### config.mk
export PLATFORM = sky130hd
export DESIGN_NAME = passive_parallel_load
export DESIGN_NICKNAME = d
export VERILOG_FILES = /design/src/ppl_pkg.sv /design/src/passive_parallel_load.sv /design/src/pin_sync.sv
export SDC_FILE = /design/constraint.sdc
export NUM_CORES = 1
export LEC_CHECK = 0
export CAP_MARGIN = 20
export CORE_ASPECT_RATIO = 1.25
export CORE_UTILIZATION = 60
export DETAILED_ROUTE_END_ITERATION = 12
export DONT_BUFFER_PORTS = 1
export PLACE_DENSITY = 0.81
export SLEW_MARGIN = 20
export SYNTH_ARGS = -nofsm -noshare
export SYNTH_HDL_FRONTEND = slang
export SYNTH_SLANG_ARGS = --single-unit
### constraint.sdc
create_clock -name aclk -period 9.5 [get_ports aclk]
set_clock_uncertainty 0.05 [all_clocks]
set_input_delay 1.425 -clock aclk [delete_from_list [all_inputs] [get_ports aclk]]
set_output_delay 1.425 -clock aclk [all_outputs]
set_load 0.02 [all_outputs]
### src/ppl_pkg.sv
// constants and types shared by the passive parallel load block
// ----------------------------------------------------------------
// ----------------------------------------------------------------
package ppl_pkg;
    // clock rate
    localparam int CLK_MHZ = 20;
    // request-to-low limit, longest time rounds down
    localparam int T_PULL_LOW_NS = 600;
    localparam int PULL_LOW_CYC = T_PULL_LOW_NS * CLK_MHZ / 1000;
    // status low pulse, least time rounds up
    localparam int T_STATUS_MIN_US = 268;
    localparam int STATUS_MIN_CYC = T_STATUS_MIN_US * CLK_MHZ;
    localparam int T_STATUS_MAX_US = 1506;
    // oscillator initialisation window
    localparam int T_INIT_MIN_US = 175;
    localparam int INIT_OSC_CYC = T_INIT_MIN_US * CLK_MHZ;
    localparam int T_INIT_MAX_US = 437;
    // user clock initialisation
    localparam int USER_INIT_EDGES = 8576;
    localparam int FALL_EDGES_NEEDED = 2;
    // register byte offsets
    localparam logic [7:0] OFS_CTRL = 8'h00;
    localparam logic [7:0] OFS_LEN = 8'h04;
    localparam logic [7:0] OFS_STAT = 8'h08;
    localparam logic [7:0] OFS_WORDS = 8'h0c;
    localparam logic [7:0] OFS_LAST = 8'h10;
    // ctrl field positions
    localparam int CTRL_WIDTH_LSB = 0;
    localparam int CTRL_DECOMP = 2;
    localparam int CTRL_SECURE = 3;
    localparam int CTRL_USRCLK = 4;
    localparam int CTRL_INITEN = 5;
    // reset values
    localparam logic [5:0] CTRL_RST = 6'h00;
    localparam logic [31:0] LEN_RST = 32'h0000_0010;
    // width codes
    localparam logic [1:0] W8 = 2'h0;
    localparam logic [1:0] W16 = 2'h1;
    localparam logic [1:0] W32 = 2'h2;
    // axi responses
    localparam logic [1:0] RESP_OKAY = 2'h0;
    localparam logic [1:0] RESP_SLVERR = 2'h2;

    // load sequencer states
    typedef enum logic [2:0] {
        st_por, st_clear, st_status, st_load,
        st_edges, st_init, st_user
    } state_type;

    // clocks per word for width and features
    function automatic logic [3:0] word_ratio(
        input logic [1:0] w, input logic dec, input logic sec);
        logic [3:0] r;
        r = 4'h1;
        case (w)
            W8: r = dec ? 4'h2 : 4'h1;
            W16: r = dec ? 4'h4 : (sec ? 4'h2 : 4'h1);
            default: r = dec ? 4'h8 : (sec ? 4'h4 : 4'h1);
        endcase
        return r;
    endfunction : word_ratio

    // lane mask for the selected width
    function automatic logic [31:0] lane_mask(input logic [1:0] w);
        case (w)
            W8: return 32'h0000_00ff;
            W16: return 32'h0000_ffff;
            default: return 32'hffff_ffff;
        endcase
    endfunction : lane_mask
endpackage : ppl_pkg

### src/passive_parallel_load.sv
// passive parallel configuration load port with axi4-lite registers
`timescale 1ns/10ps
module passive_parallel_load
    import ppl_pkg::*;
#(
    parameter int POR_CYC = STATUS_MIN_CYC,
    parameter int STATUS_CYC = STATUS_MIN_CYC
) (
    input wire logic aclk,
    input wire logic aresetn,
    // link pins
    input wire logic config_clock,
    input wire logic user_init_clock,
    input wire logic reconfig_n,
    input wire logic [31:0] data_in,
    input wire logic status_n_i,
    output logic status_n_o,
    output logic status_n_oe,
    output logic load_done_o,
    output logic load_done_oe,
    output logic init_done_o,
    output logic init_done_oe,
    output logic user_pins_released,
    output logic [31:0] word_data,
    output logic word_valid,
    // axi4-lite slave
    input wire logic [7:0] s_axi_awaddr,
    input wire logic s_axi_awvalid,
    output logic s_axi_awready,
    input wire logic [31:0] s_axi_wdata,
    input wire logic [3:0] s_axi_wstrb,
    input wire logic s_axi_wvalid,
    output logic s_axi_wready,
    output logic [1:0] s_axi_bresp,
    output logic s_axi_bvalid,
    input wire logic s_axi_bready,
    input wire logic [7:0] s_axi_araddr,
    input wire logic s_axi_arvalid,
    output logic s_axi_arready,
    output logic [31:0] s_axi_rdata,
    output logic [1:0] s_axi_rresp,
    output logic s_axi_rvalid,
    input wire logic s_axi_rready
);
    // ------------------------------------------------
    // pin synchronisers and edge finding
    // ------------------------------------------------
    logic [3:0] pins_s; // synced pins
    logic cclk_prev_q; // config clock last sample
    logic uclk_prev_q; // user clock last sample
    logic cclk_rise; // config clock rising
    logic cclk_fall; // config clock falling
    logic uclk_rise; // user clock rising
    logic req_n_s; // synced request
    logic status_line_s; // synced status wire

    pin_sync #(.WIDTH(4)) u_sync (
        .aclk(aclk),
        .aresetn(aresetn),
        .d({config_clock, user_init_clock, reconfig_n, status_n_i}),
        .q(pins_s)
    );

    // data bus changes only around config clock edges, which the
    // host holds for ratio cycles, so it is synced as a word too
    logic [31:0] data_m_q; // data first stage
    logic [31:0] data_s_q; // data second stage
    always_ff @(posedge aclk) begin
        if (!aresetn) begin
            data_m_q <= '0;
            data_s_q <= '0;
        end else begin
            data_m_q <= data_in;
            data_s_q <= data_m_q;
        end
    end

    assign req_n_s = pins_s[1];
    assign status_line_s = pins_s[0];

    // previous samples for edges
    always_ff @(posedge aclk) begin
        if (!aresetn) begin
            cclk_prev_q <= 1'b0;
            uclk_prev_q <= 1'b0;
        end else begin
            cclk_prev_q <= pins_s[3];
            uclk_prev_q <= pins_s[2];
        end
    end
    assign cclk_rise = pins_s[3] & ~cclk_prev_q;
    assign cclk_fall = ~pins_s[3] & cclk_prev_q;
    assign uclk_rise = pins_s[2] & ~uclk_prev_q;

    // ------------------------------------------------
    // registers
    // ------------------------------------------------
    logic [5:0] ctrl_q; // width, features, init options
    logic [31:0] len_q; // image length in words
    logic [31:0] words_q; // words taken so far
    logic [31:0] last_q; // last word taken
    logic [1:0] width_sel;
    logic [3:0] ratio;
    assign width_sel = ctrl_q[CTRL_WIDTH_LSB+1:CTRL_WIDTH_LSB];
    assign ratio = word_ratio(width_sel, ctrl_q[CTRL_DECOMP],
                              ctrl_q[CTRL_SECURE]);

    // ------------------------------------------------
    // load sequencer
    // ------------------------------------------------
    state_type state_q; // sequencer state
    logic [31:0] cnt_q; // general timer
    logic [3:0] phase_q; // clock within word
    logic [1:0] falls_q; // falling edges after load
    logic [13:0] uedges_q; // user clock edges

    // timer and edge counters
    always_ff @(posedge aclk) begin
        if (!aresetn) begin
            state_q <= st_por;
            cnt_q <= '0;
            phase_q <= '0;
            falls_q <= '0;
            uedges_q <= '0;
            words_q <= '0;
            last_q <= '0;
        end else if (!req_n_s && state_q != st_por) begin
            state_q <= st_clear;
            cnt_q <= '0;
            phase_q <= '0;
            falls_q <= '0;
            uedges_q <= '0;
            words_q <= '0;
        end else begin
            case (state_q)
                st_por: begin
                    if (cnt_q >= 32'(POR_CYC - 1) && req_n_s) begin
                        state_q <= st_status;
                        cnt_q <= '0;
                    end else if (cnt_q < 32'(POR_CYC - 1)) begin
                        cnt_q <= cnt_q + 32'h1;
                    end
                end
                // request released: start status timer
                st_clear: begin
                    state_q <= st_status;
                    cnt_q <= '0;
                end
                // status low for the fixed pulse
                st_status: begin
                    if (cnt_q >= 32'(STATUS_CYC - 1)) begin
                        // external low holds us here
                        if (status_line_s) begin
                            state_q <= st_load;
                        end
                    end else begin
                        cnt_q <= cnt_q + 32'h1;
                    end
                end
                // one word per ratio rising edges
                st_load: begin
                    if (cclk_rise) begin
                        if (phase_q == 4'h0) begin
                            last_q <= data_s_q & lane_mask(width_sel);
                            words_q <= words_q + 32'h1;
                        end
                        if (phase_q == ratio - 4'h1) begin
                            phase_q <= 4'h0;
                            // release only after all data
                            // a one-clock word is counted in this edge
                            if (words_q + 32'(phase_q == 4'h0) >= len_q) begin
                                state_q <= st_edges;
                                cnt_q <= '0;
                            end
                        end else begin
                            phase_q <= phase_q + 4'h1;
                        end
                    end
                end
                st_edges: begin
                    cnt_q <= cnt_q + 32'h1;
                    if (cclk_fall) begin
                        falls_q <= falls_q + 2'h1;
                        if (falls_q == 2'(FALL_EDGES_NEEDED - 1)) begin
                            state_q <= st_init;
                        end
                    end
                end
                st_init: begin
                    cnt_q <= cnt_q + 32'h1;
                    if (ctrl_q[CTRL_USRCLK]) begin
                        if (uclk_rise) begin
                            uedges_q <= uedges_q + 14'h1;
                        end
                        if (uedges_q >= 14'(USER_INIT_EDGES)) begin
                            state_q <= st_user;
                        end
                    end else if (cnt_q >= 32'(INIT_OSC_CYC - 1)) begin
                        state_q <= st_user;
                    end
                end
                // config clock ignored in user mode
                st_user: state_q <= st_user;
                default: state_q <= st_por;
            endcase
        end
    end

    // ------------------------------------------------
    // pin drivers, all registered
    // ------------------------------------------------
    // open-drain lines only ever pull low
    always_ff @(posedge aclk) begin
        if (!aresetn) begin
            status_n_o <= 1'b0;
            load_done_o <= 1'b0;
            init_done_o <= 1'b0;
            status_n_oe <= 1'b1;
            load_done_oe <= 1'b1;
            init_done_oe <= 1'b0;
            user_pins_released <= 1'b0;
        end else begin
            // request low pulls both lines next cycle
            // let go once the pulse is over, so an external hold
            // on the wire can be read back through the input
            status_n_oe <= !req_n_s || state_q == st_por ||
                           state_q == st_clear ||
                           (state_q == st_status &&
                            cnt_q < 32'(STATUS_CYC - 1));
            load_done_oe <= !req_n_s || state_q == st_por ||
                            state_q == st_clear ||
                            state_q == st_status || state_q == st_load;
            init_done_oe <= ctrl_q[CTRL_INITEN] && req_n_s &&
                            state_q != st_user;
            // data pins go to user function
            user_pins_released <= req_n_s && state_q == st_user;
        end
    end

    // captured word stream toward the core
    always_ff @(posedge aclk) begin
        if (!aresetn) begin
            word_data <= '0;
            word_valid <= 1'b0;
        end else begin
            word_valid <= req_n_s && state_q == st_load &&
                          cclk_rise && phase_q == 4'h0;
            // hold the last captured word between captures
            if (req_n_s && state_q == st_load && cclk_rise &&
                phase_q == 4'h0) begin
                word_data <= data_s_q & lane_mask(width_sel);
            end
        end
    end

    // ------------------------------------------------
    // axi4-lite write channel
    // ------------------------------------------------
    logic aw_got_q; // address held
    logic w_got_q; // data held
    logic [7:0] awaddr_q;
    logic [31:0] wdata_q;
    logic [3:0] wstrb_q;
    logic do_write;
    assign do_write = aw_got_q && w_got_q && !s_axi_bvalid;

    // take address and data in either order
    always_ff @(posedge aclk) begin
        if (!aresetn) begin
            aw_got_q <= 1'b0;
            w_got_q <= 1'b0;
            awaddr_q <= '0;
            wdata_q <= '0;
            wstrb_q <= '0;
            s_axi_awready <= 1'b0;
            s_axi_wready <= 1'b0;
        end else begin
            s_axi_awready <= !aw_got_q && !s_axi_awready;
            s_axi_wready <= !w_got_q && !s_axi_wready;
            if (s_axi_awvalid && s_axi_awready) begin
                aw_got_q <= 1'b1;
                awaddr_q <= s_axi_awaddr;
                s_axi_awready <= 1'b0;
            end
            if (s_axi_wvalid && s_axi_wready) begin
                w_got_q <= 1'b1;
                wdata_q <= s_axi_wdata;
                wstrb_q <= s_axi_wstrb;
                s_axi_wready <= 1'b0;
            end
            if (do_write) begin
                aw_got_q <= 1'b0;
                w_got_q <= 1'b0;
            end
        end
    end

    // register update and write response
    always_ff @(posedge aclk) begin
        if (!aresetn) begin
            ctrl_q <= CTRL_RST;
            len_q <= LEN_RST;
            s_axi_bvalid <= 1'b0;
            s_axi_bresp <= RESP_OKAY;
        end else begin
            if (s_axi_bvalid && s_axi_bready) begin
                s_axi_bvalid <= 1'b0;
            end
            if (do_write) begin
                s_axi_bvalid <= 1'b1;
                s_axi_bresp <= RESP_OKAY;
                case (awaddr_q)
                    OFS_CTRL: if (wstrb_q[0]) begin
                        ctrl_q <= wdata_q[5:0];
                    end
                    OFS_LEN: begin
                        for (int b = 0; b < 4; b++) begin
                            if (wstrb_q[b]) begin
                                len_q[b*8 +: 8] <= wdata_q[b*8 +: 8];
                            end
                        end
                    end
                    OFS_STAT, OFS_WORDS, OFS_LAST: ;
                    default: s_axi_bresp <= RESP_SLVERR;
                endcase
            end
        end
    end

    // ------------------------------------------------
    // axi4-lite read channel
    // ------------------------------------------------
    // read answers on the same edge that takes the address
    always_ff @(posedge aclk) begin
        if (!aresetn) begin
            s_axi_arready <= 1'b0;
            s_axi_rvalid <= 1'b0;
            s_axi_rdata <= '0;
            s_axi_rresp <= RESP_OKAY;
        end else begin
            s_axi_arready <= !s_axi_rvalid && !s_axi_arready &&
                             s_axi_arvalid;
            if (s_axi_rvalid && s_axi_rready) begin
                s_axi_rvalid <= 1'b0;
            end
            if (s_axi_arvalid && s_axi_arready) begin
                s_axi_rvalid <= 1'b1;
                s_axi_rresp <= RESP_OKAY;
                case (s_axi_araddr)
                    OFS_CTRL: s_axi_rdata <= {26'h0, ctrl_q};
                    OFS_LEN: s_axi_rdata <= len_q;
                    OFS_STAT: s_axi_rdata <= {24'h0, ratio,
                        user_pins_released, 3'(state_q)};
                    OFS_WORDS: s_axi_rdata <= words_q;
                    OFS_LAST: s_axi_rdata <= last_q;
                    default: begin
                        s_axi_rdata <= '0;
                        s_axi_rresp <= RESP_SLVERR;
                    end
                endcase
            end
        end
    end
endmodule : passive_parallel_load

### src/pin_sync.sv
// two-flop synchroniser for pin inputs
`timescale 1ns/10ps
module pin_sync #(
    parameter int WIDTH = 1
) (
    input wire logic aclk,
    input wire logic aresetn,
    input wire logic [WIDTH-1:0] d,
    output logic [WIDTH-1:0] q
);
    // first stage, read only by second stage
    logic [WIDTH-1:0] meta_q;

    // ----------------------------------------
    // two stages
    // ----------------------------------------
    always_ff @(posedge aclk) begin
        if (!aresetn) begin
            meta_q <= '0;
            q <= '0;
        end else begin
            meta_q <= d;
            q <= meta_q;
        end
    end
endmodule : pin_sync

# Word-level counts from Yosys, hierarchy flattened
# Index checks and enable logic that the tools add are counted.
[classes] n_lt_le_gt_ge=5 eq_ne=40 mux=42 addsub=7 bitwise=10 n_reduce_logical=62
[ops] operator="32-bit 2-to-1 mux" n=13
[ops] operator="32-bit one-hot mux with 5 select lines" n=2
[ops] operator="32-bit by 1-bit adder with 32-bit output, second input constant" n=2
[ops] operator="32-bit AND" n=2
[ops] operator="32-bit one-hot mux with 2 select lines" n=1
[ops] operator="3-bit 2-to-1 mux" n=13
[ops] operator="32-bit by 1-bit adder with 32-bit output" n=1
[ops] operator="8-bit by 4-bit == test with 1-bit output, second input constant" n=4
[ops] operator="32-bit by 12-bit greater-or-equal comparator with 1-bit output, second input constant" n=1
[ops] operator="32-bit by 13-bit greater-or-equal comparator with 1-bit output, second input constant" n=1
[ops] operator="32-bit greater-or-equal comparator" n=1
[ops] operator="32-bit by 13-bit less-than comparator with 1-bit output, second input constant" n=1
[ops] operator="3-bit != test, second input constant" n=10
[ops] operator="3-bit one-hot mux with 7 select lines" n=1
[ops] operator="3-bit AND reduction" n=7
[ops] operator="1-bit logical AND" n=20
[ops] operator="10-bit AND reduction" n=2
[ops] operator="8-bit by 3-bit == test with 1-bit output, second input constant" n=2
[ops] operator="8-bit by 5-bit == test with 1-bit output, second input constant" n=2
[ops] operator="8-bit zero test" n=2
[ops] operator="2-bit != test, second input constant" n=8
[ops] operator="14-bit by 1-bit adder with 14-bit output, second input constant" n=1
[ops] operator="14-bit greater-or-equal comparator, second input constant" n=1
[ops] operator="2-bit OR reduction" n=5
[ops] operator="29 further kinds" n=63
[totals] wordCells=204 reg_bits=355 output_inout_bits=81 inputBits=95

# Logic depth before layout (Yosys ltp)
# Gate-level depths: netlist of run 1.
[depth] ltp_word=9 depth_mapped=20 depth_no_buf=18

# Cells and area by module
# A second synthesis of run 1 with hierarchy kept.
[hier_totals] cells_unflattened=1767 hier_area_um2=15178.3
[modules_own_cells] module="passive_parallel_load" area_per_inst_um2=14968.1 seq_area_each_um2=6906.6 instances=1 cells_per_inst=1751
[modules_own_cells] module="pin_sync" area_per_inst_um2=210.2 seq_area_each_um2=160.2 instances=1 cells_per_inst=16

# Least setup slack after synthesis of run 1
# No wires, ideal clock.
[synth_path] path_type="register -> register" start="register phase_q[0]" end="register state_q[0]" t_arrival_ns=3.916 required_ns=9.328 path_buffers=2 synth_period_minus_slack_ns=4.087 stages_incl_launch_ff=21 setup_time_ns=0.122 setup_slack_ns=5.413 path_cell_list="dfxtp_1 inv_1 ha_1 nor3b_1 ha_1 nand2_1 nor2_1 and2_1 nand3_1 nor2_1 xor2_1 ha_1 a21oi_1 o21ai_1 a2111oi_4 o311ai_2 o31ai_4 buf_6 buf_6 nor2_1 o311a_1"
[synth_between] elab_chain_len=5 elab_cells_between_ends=7 cone_classes="add/sub (1); order compare (1); eq/ne (3); reduce/logical (2)"
[synth_lines] item="start, declared" line="passive_parallel_load.sv:113" text="logic [3:0] phase_q;"
[synth_lines] item="start signal, assigned" line="passive_parallel_load.sv:176" text="phase_q <= phase_q + 4'h1;"
[synth_lines] item="4-bit zero test" line="passive_parallel_load.sv:171" text="if (words_q + 32'(phase_q == 4'h0) >= len_q) begin"
[synth_lines] item="32-bit by 1-bit adder with 32-bit output" line="passive_parallel_load.sv:171"
[synth_lines] item="32-bit greater-or-equal comparator" line="passive_parallel_load.sv:171"
[synth_lines] item="3-bit != test (no line)"
[synth_lines] item="10-bit AND reduction (no line) (*)"
[synth_lines] item="end signal, assigned" line="passive_parallel_load.sv:172" text="state_q <= st_edges;"
[synth_lines] item="end signal, assigned" line="passive_parallel_load.sv:185" text="state_q <= st_init;"
[synth_lines] item="end signal, assigned" line="passive_parallel_load.sv:196" text="state_q <= st_user;"
[synth_lines] item="end, declared" line="passive_parallel_load.sv:111" text="state_type state_q;"
# Every way passes the cells marked *; elsewhere a longest branch is shown, timed or not.
# A chain may end at the register's enable or synchronous reset.

# Worst setup path in the final report of run 1
[layout_path] start="register phase_q[0]" end="register cnt_q[9]"
[layout_between] elab_chain_len=5 elab_cells_between_ends=7 cone_classes="add/sub (1); order compare (1); eq/ne (3); reduce/logical (2)"
[layout_lines] item="4-bit zero test" line="passive_parallel_load.sv:171"
[layout_lines] item="32-bit by 1-bit adder with 32-bit output" line="passive_parallel_load.sv:171"
[layout_lines] item="32-bit greater-or-equal comparator" line="passive_parallel_load.sv:171"
[layout_lines] item="2-bit != test (no line)"
[layout_lines] item="6-bit AND reduction (no line) (*)"
[layout_lines] item="end signal, assigned" line="passive_parallel_load.sv:157" text="cnt_q <= cnt_q + 32'h1;"
[layout_lines] item="end signal, assigned" line="passive_parallel_load.sv:181" text="cnt_q <= cnt_q + 32'h1;"
[layout_lines] item="end signal, assigned" line="passive_parallel_load.sv:190" text="cnt_q <= cnt_q + 32'h1;"
[layout_lines] item="end, declared" line="passive_parallel_load.sv:112" text="logic [31:0] cnt_q;"
# Marked as above.

==> results.md, run 1 <==
* N_diodes at 0
* Total setup violations reported at the end of the flow at 0
* Fraction of synthesized cell area taken by the top area cell type at 0.4567
* Tightest slew margin relative to the limit at 0.2911
* Max-cap violations at 0
* Class of the most critical hold timing path: reg2reg
* Chip Width at roughly 150 um
* Vias in the first global route at around 12000
* Port bufs at 0
* Core area at 0.02529 mm2
* Netlist Area Pre-Place at around 0.015 mm2
* Clock Root Buffer: clkbuf_16
* Routed wirelength normalized by instance count at roughly 17 um
* Start-to-end type of the worst setup path: reg2reg
* Die area at around 0.026 mm2
* Clock sink count at ~350
* Vias after detailed routing at between 10000 and 15000
* Drt initial violations at roughly 740
* Biggest fanout along the worst timing path at 32
* Post-DR vias/cell at roughly 6
* Synth Warn # at 0
* Post-DRT Antenna Nets at 0
* Final setup TNS at 0 ns
* Total overflow reported by the global router at 0
* Maximum clock rate at 0.1956 GHz
* Post-synthesis instance total at 1786
* RSZ-0062 raised after global routing: false
* DRC errors left at 0
* Number of synthesized flops with an enable pin at 0
* Final critical delay including setup and external delays at 5.111 ns
* Pin count of the biggest net entering global routing at approximately 270
* Y dimension of the die at roughly 180 um
* Number of buffers inserted to repair setup after CTS at 0
* Leakage at 5.992 nW
* Later-pin clock latency in the skew report at ~0.52 ns
* Share of the yosys chip area belonging to registers at 0.4567
* Clock-pin slew on the worst setup and hold paths at 0.06 ns
* Number of ports placed on the die boundary at between 150 and 200
* Post-Layout Inst Area at between 0.015 and 0.02 mm2
* Initial antenna violation count at 0
* Final hold vios at 0
* CTS max path bufs at 3
* Total Routing Usage GR at 0.2689
* Top cells by count, synth: dfxtp_1 (353), nand2_1 (340), a21boi_0 (142)
* CTS H-tree lvls at 2
* Mean Syn Cell Area at 8.664 um2
* HPWL after DPL at around 25000 um
* Starting Density at 0.6118
* Clock tree from TritonCTS: built
* Startpoint types: flop
* Result of the run: finished clean
* Share of async-settable or async-resettable flops after synthesis at 0
* Iteration count of the initial detailed-routing pass at 5
* Cell accounting for the most synthesized area: dfxtp_1
* Number of rows in the core area at between 60 and 70
* Type of element capturing the critical path: flop
* Cell Area, Placed at approximately 0.016 mm2
* Share of the clock period used by the worst path at 0.5381
* Number of distinct standard cells referenced by the synthesized netlist at a little under 70
* Number of max-slew violations in the final report at 0
* Power density of the placed cells at around 180 mW/mm2
* # resized after CTS at 0
* Number of buffers inserted during clock tree synthesis at 36
* Final net count at between 1500 and 2000
* Most frequently used flop master after synthesis: dfxtp_1
* Worst EP required at 9.91 ns
* Largest vdd supply drop at 183.6 uV
* Synthesized flop and latch total at 353
* Sum of internal, switching and leakage power at about 3 mW
* Worst-Margin Slew at 1.058 ns
* Weighted congestion at the end of routability-driven global placement at between 0.9 and 1
* Top area cells in the synthesized netlist: dfxtp_1 (46%), nand2_1 (8.2%), a21boi_0 (6.9%), and2_1 (4.6%), ha_1 (3.4%)
* Post-layout util at 0.6651
* Cell with the most instances after synthesis: dfxtp_1
* Post-cts hold buffer count at 0
* WP data arrival at around 5.5 ns
* Fraction of layout cells with a size suffix above 1 at 0.05378
* Layout overhead on the synthesized area at 8.708%
* Total routed wirelength at about 35000 um
* First-pass GRT wire length at 58460 um
[per-stage QoR]
stage / hold WS [ns] / instances / setup WS, ns
final: 0.3755 / 2083 / 4.389
after global routing: 0.3930 / 2083 / 3.859
after CTS: 0.3768 / 2083 / 4.409
after detailed placement: 0.3669 / 2018 / 4.463
after global placement: 0.3632 / 2018 / 4.605
after floorplan: 0.3619 / 1790 / 5.413
[layout by cell type (no fill, tap or decap), drive strengths merged, types with 19 or more instances in the layout]
master  instances
a21boi        142
a21oi          52
a222oi         25
and2          114
and3           22
clkbuf         50
dfxtp         353
ha             42
inv            51
nand2         340
nand3          49
nand4          27
nor2           92
nor3           25
o21ai          64
or4            19
xnor2          29
xor2           42
[area by class of cell]
class | instances | area, um2
Fill cell | 2036 | 8472
Inverter | 51 | 191.4
Tap cell | 335 | 419.2
Clock buffer | 50 | 1045
Multi-Input combinational cell | 1269 | 7774
Timing Repair Buffer | 10 | 75.07
Clock inverter | 15 | 250.2
Sequential cell | 353 | 7067
[sequential cells by signal (all words and copies together) (netlist names), 6 cells and up]
signal,count
cnt_q,32
last_q,32
ctrl_q,6
data_m_q,32
data_s_q,32
words_q,32
word_data,32
awaddr_q,8
wdata_q,32
len_q,32
s_axi_rdata,32
uedges_q,14
[report_power, final]
group,internal (mW),switching [mW]
sequential,1.51,0.0193
clock,0.915,0.584
combinational,0.0276,0.0312
total,2.45,0.635
[kinds of logic (layout without fill, tap and decap cells)]
logic type                 after synthesis  in the layout  share of synthesized area
adders and majority gates               42             42                    0.03396
other                                    1              5                  0.0002423
DFF                                    353            353                     0.4567
and+or+nand+nor                        766            766                     0.2410
buffers and inverters                  168            126                    0.04415
AOI/OAI and AO/OA                      370            370                     0.1740
muxes                                   15             15                   0.009784
xor gates and xnor gates                71             71                    0.04019
[per-layer routing]
metal / track usage / part of all wire / up-vias
met5: 0 / 0 / -
met1: 0.3354 / 0.41 / 5739
li1: - / - / 6026
met4: 0.1251 / 0.044 / 0
met3: 0.05879 / 0.072 / 97
met2: 0.4435 / 0.47 / 388
[worst max-delay path, cell delays in order, from the launching register on]
cell and delay (ns):
dfxtp_1 0.36, inv_1 0.08, ha_1 0.13, nor3b_1 0.31
ha_1 0.28, ha_1 0.27, nand3_1 0.22, nor2_1 0.30
nand2_1 0.16, nor2_1 0.16, xor2_1 0.08, ha_1 0.28
nand4_1 0.15, nor4_1 0.38, nor2b_1 0.38, o31ai_4 0.07
buf_4 0.25, nor3_2 0.87, a32o_1 0.24
[final timing paths]
| path | start | to | slack, ns | depth (start not counted) |
|---|---|---|---|---|
| max | phase_q[0]$_SDFFE_PP0P_ | cnt_q[9]$_SDFFE_PP0P_ | 4.39 | 18 |
| min | data_m_q[26]$_SDFF_PN0_ | data_s_q[26]$_SDFF_PN0_ | 0.38 | 1 |
| max reg2reg | phase_q[0]$_SDFFE_PP0P_ | cnt_q[9]$_SDFFE_PP0P_ | 4.39 | 18 |
| min reg2reg | data_m_q[26]$_SDFF_PN0_ | data_s_q[26]$_SDFF_PN0_ | 0.38 | 1 |
Power figures use the tool's default switching activity.
==> run 2, diff against run 1 <==
==> constraint.sdc (replaced) <==
create_clock -name aclk -period 5.3 [get_ports aclk]
set_clock_uncertainty 0.05 [all_clocks]
set_input_delay 0.795 -clock aclk [delete_from_list [all_inputs] [get_ports aclk]]
set_output_delay 0.795 -clock aclk [all_outputs]
set_load 0.02 [all_outputs]
==> run 2 against run 1 <==
Combinational power grew 80%. Largest power group unchanged. Cell count is essentially flat. Largest cell class unchanged. Sequential power grew 79%.
==> results.md, run 2 (synthesis results as in run 1) <==
* Result of the run: finished clean
* Cell with the largest stage delay on the worst path: o31ai_4
* Total overflow reported by the global router at 0
* Startpoint types: flop
* # resized after CTS at 0
* Clock tree from TritonCTS: built
* Count of placed standard cells in the final layout, fillers left out at roughly 2100
* N_diodes at 0
* Initial antenna violation count at 0
* Cell occurring most often along the worst timing path: ha_1
* Pre-CTS setup slack at 0.4653 ns
* FF/Latch Area at 0.007067 mm2
* Leading cell types in the layout, fill and taps excluded: dfxtp_1 (353), nand2_1 (339), a21boi_0 (142)
* Hold Crit Start: data_in[14]
* Destination of the worst hold path: data_m_q[14]$_SDFF_PN0_
* Reg2Reg Setup Slack at ~0.44 ns
* Inst Count DP at between 2000 and 2500
* Starting Density at 0.6118
* Pin count of the biggest net entering global routing at ~270
* Port bufs at 0
* Number of buffers inserted during clock tree synthesis at 35
* Drt initial violations at ~860
* Type of element capturing the critical path: flop
* Post-DRT Antenna Nets at 0
* Total Routing Usage GR at 0.2660
* Clock-pin slew on the worst setup and hold paths at around 0.07 ns
* Leading cell type in the layout, fill and taps excluded: dfxtp_1
* Maximum clock rate at 0.2058 GHz
* Power density of the placed cells at between 300 and 400 mW/mm2
* Later-pin clock latency in the skew report at around 0.53 ns
* Final hold vios at 0
* Critical path buffers and inverters at 2
* Final critical delay including setup and external delays at between 4 and 5 ns
* Fraction of layout cells with a size suffix above 1 at 0.05326
* # fillers at 2061
* Delay-heaviest family, CP: compound AO/OA/AOI/OAI gates
* Clock Root Buffer: clkbuf_16
* DRC errors left at 0
* Tightest slew margin relative to the limit at 0.3095
* Number of rows in the core area at 65
* Y dimension of the die at approximately 180 um
* Vias in the first global route at between 10000 and 15000
* Worst-Margin Slew at ~1.0 ns
* Minimum setup slack in the final design at around 0.44 ns
* Sum of internal, switching and leakage power at around 5.4 mW
* Iteration count of the initial detailed-routing pass at 6
* Class of the most critical hold timing path: in2reg
* Start-to-end type of the worst setup path: reg2reg
* Slowest Stage Delay on Critical Path at 0.60 ns
* Path length in cells of the critical path at 19
* RR Startpoint: phase_q[1]$_SDFFE_PP0P_
* Routed wirelength normalized by instance count at around 17 um
* CTS max path bufs at 3
* WP data arrival at around 5.2 ns
* Final setup TNS at 0 ns
* Weighted congestion at the end of routability-driven global placement at between 0.9 and 1
* Worst Reg-to-Reg Cells at 19
* Total setup violations reported at the end of the flow at 0
* Layout overhead on the synthesized area at 8.142%
* Worst EP required at between 5 and 6 ns
* CTS H-tree lvls at 2
* Terminus of the critical flop-to-flop path: cnt_q[19]$_SDFFE_PP0P_
* Chip Width at 145.6 um
* Number of max-slew violations in the final report at 0
* HPWL after DPL at roughly 25000 um
* Cell chain of the critical path: inv_1 -> ha_1 -> nor3b_1 -> ha_1 -> nand2_1 -> nor2_1 -> and2_1 -> nand3_1 -> nor2_1 -> xor2_1 -> ha_1 -> nand2_1 -> o21ai_1 -> a2111oi_4 -> o311ai_2 -> o31ai_4 -> buf_4 -> o31ai_4 -> a21oi_1
* Worst hold path stage count at 1
* Leakage at slightly below 6 nW
* Post-DR vias/cell at just under 6
* Final net count at about 1900
* Largest vdd supply drop at approximately 320 uV
* RSZ-0062 raised after global routing: false
* Post-cts hold buffer count at 0
* Number of buffers inserted to repair setup after CTS at 0
* Core area at roughly 0.025 mm2
* Share of the clock period used by the worst path at 0.9168
* Vias after detailed routing at approximately 12000
* Biggest fanout along the worst timing path at 18
* Die area at between 0.02 and 0.03 mm2
* Clock sink count at about 350
* Number of ports placed on the die boundary at between 150 and 200
* Total routed wirelength at about 36000 um
* Area of the multi-input gates at around 0.0078 mm2
* First-pass GRT wire length at ~58000 um
* Max-cap violations at 0
==> run 2: cell count changes in the layout (fill, tap and decap cells not counted) <==
cell	delta
inv_16	+1
nor3_2	-1
clkbuf_1	-2
clkinv_8	-2
clkinvlp_4	-1
bufinv_16	-2
clkbuf_16	-1
inv_6	+1
nor3_1	+1
clkbuf_8	-1
clkinv_2	+1
buf_4	+4
==> run 2: how the worst max path moves through the flow <==
stage / slack [ns] / start / to
final: 0.44 / phase_q[1]$_SDFFE_PP0P_ / cnt_q[19]$_SDFFE_PP0P_
after global routing: 0.03 / phase_q[1]$_SDFFE_PP0P_ / cnt_q[20]$_SDFFE_PP0P_
after CTS: 0.42 / phase_q[0]$_SDFFE_PP0P_ / cnt_q[19]$_SDFFE_PP0P_
after detailed placement: 0.47 / phase_q[1]$_SDFFE_PP0P_ / cnt_q[27]$_SDFFE_PP0P_
after global placement: 0.64 / phase_q[0]$_SDFFE_PP0P_ / cnt_q[20]$_SDFFE_PP0P_
after floorplan: 1.21 / phase_q[0]$_SDFFE_PP0P_ / state_q[0]$_SDFFE_PN0P_
==> run 2: cell type report <==
cell class              instances  share of cell area
clock buffers                  46             0.05967
clock inverters                13             0.01099
inverters                      51             0.01144
multi-input cells            1269              0.4643
flip-flops and latches        353              0.4223
well taps                     335             0.02505
repair buffers                 14            0.006281
==> run 2: where the power goes <==
group | total, mW | internal (mW) | switching [mW]
registers | 2.74 | 2.70 | 0.0348
clock network | 2.52 | 1.49 | 1.03
logic | 0.106 | 0.0495 | 0.0561
==> run 2: stage by stage <==
step,instance area (um2),utilization,hold slack [ns]
6_report,16730,0.6616,0.3443
5_1_grt,16730,0.6616,0.3348
4_1_cts,16730,0.6616,0.3314
3_5_place_dp,15550,0.6148,0.3669
3_3_place_gp,15550,0.6147,0.3624
2_1_floorplan,15490,-,0.3619
==> run 2: routing by layer <==
layer / vias up / share of wire / GRT usage
met5: - / 0 / 0
met1: 5775 / 0.43 / 0.3393
met3: 80 / 0.068 / 0.05251
met2: 359 / 0.47 / 0.4402
li1: 6031 / - / -
met4: 0 / 0.033 / 0.1103
==> run 2: worst register-to-register path: stages (launching register included) <==
cell and delay [ns]:
dfxtp_1 0.36, inv_1 0.09, ha_1 0.13, nor3b_1 0.33
ha_1 0.30, nand2_1 0.15, nor2_1 0.25, and2_1 0.26
nand3_1 0.20, nor2_1 0.19, xor2_1 0.09, ha_1 0.32
nand2_1 0.06, o21ai_1 0.29, a2111oi_4 0.08, o311ai_2 0.46
o31ai_4 0.18, buf_4 0.23, o31ai_4 0.60, a21oi_1 0.10
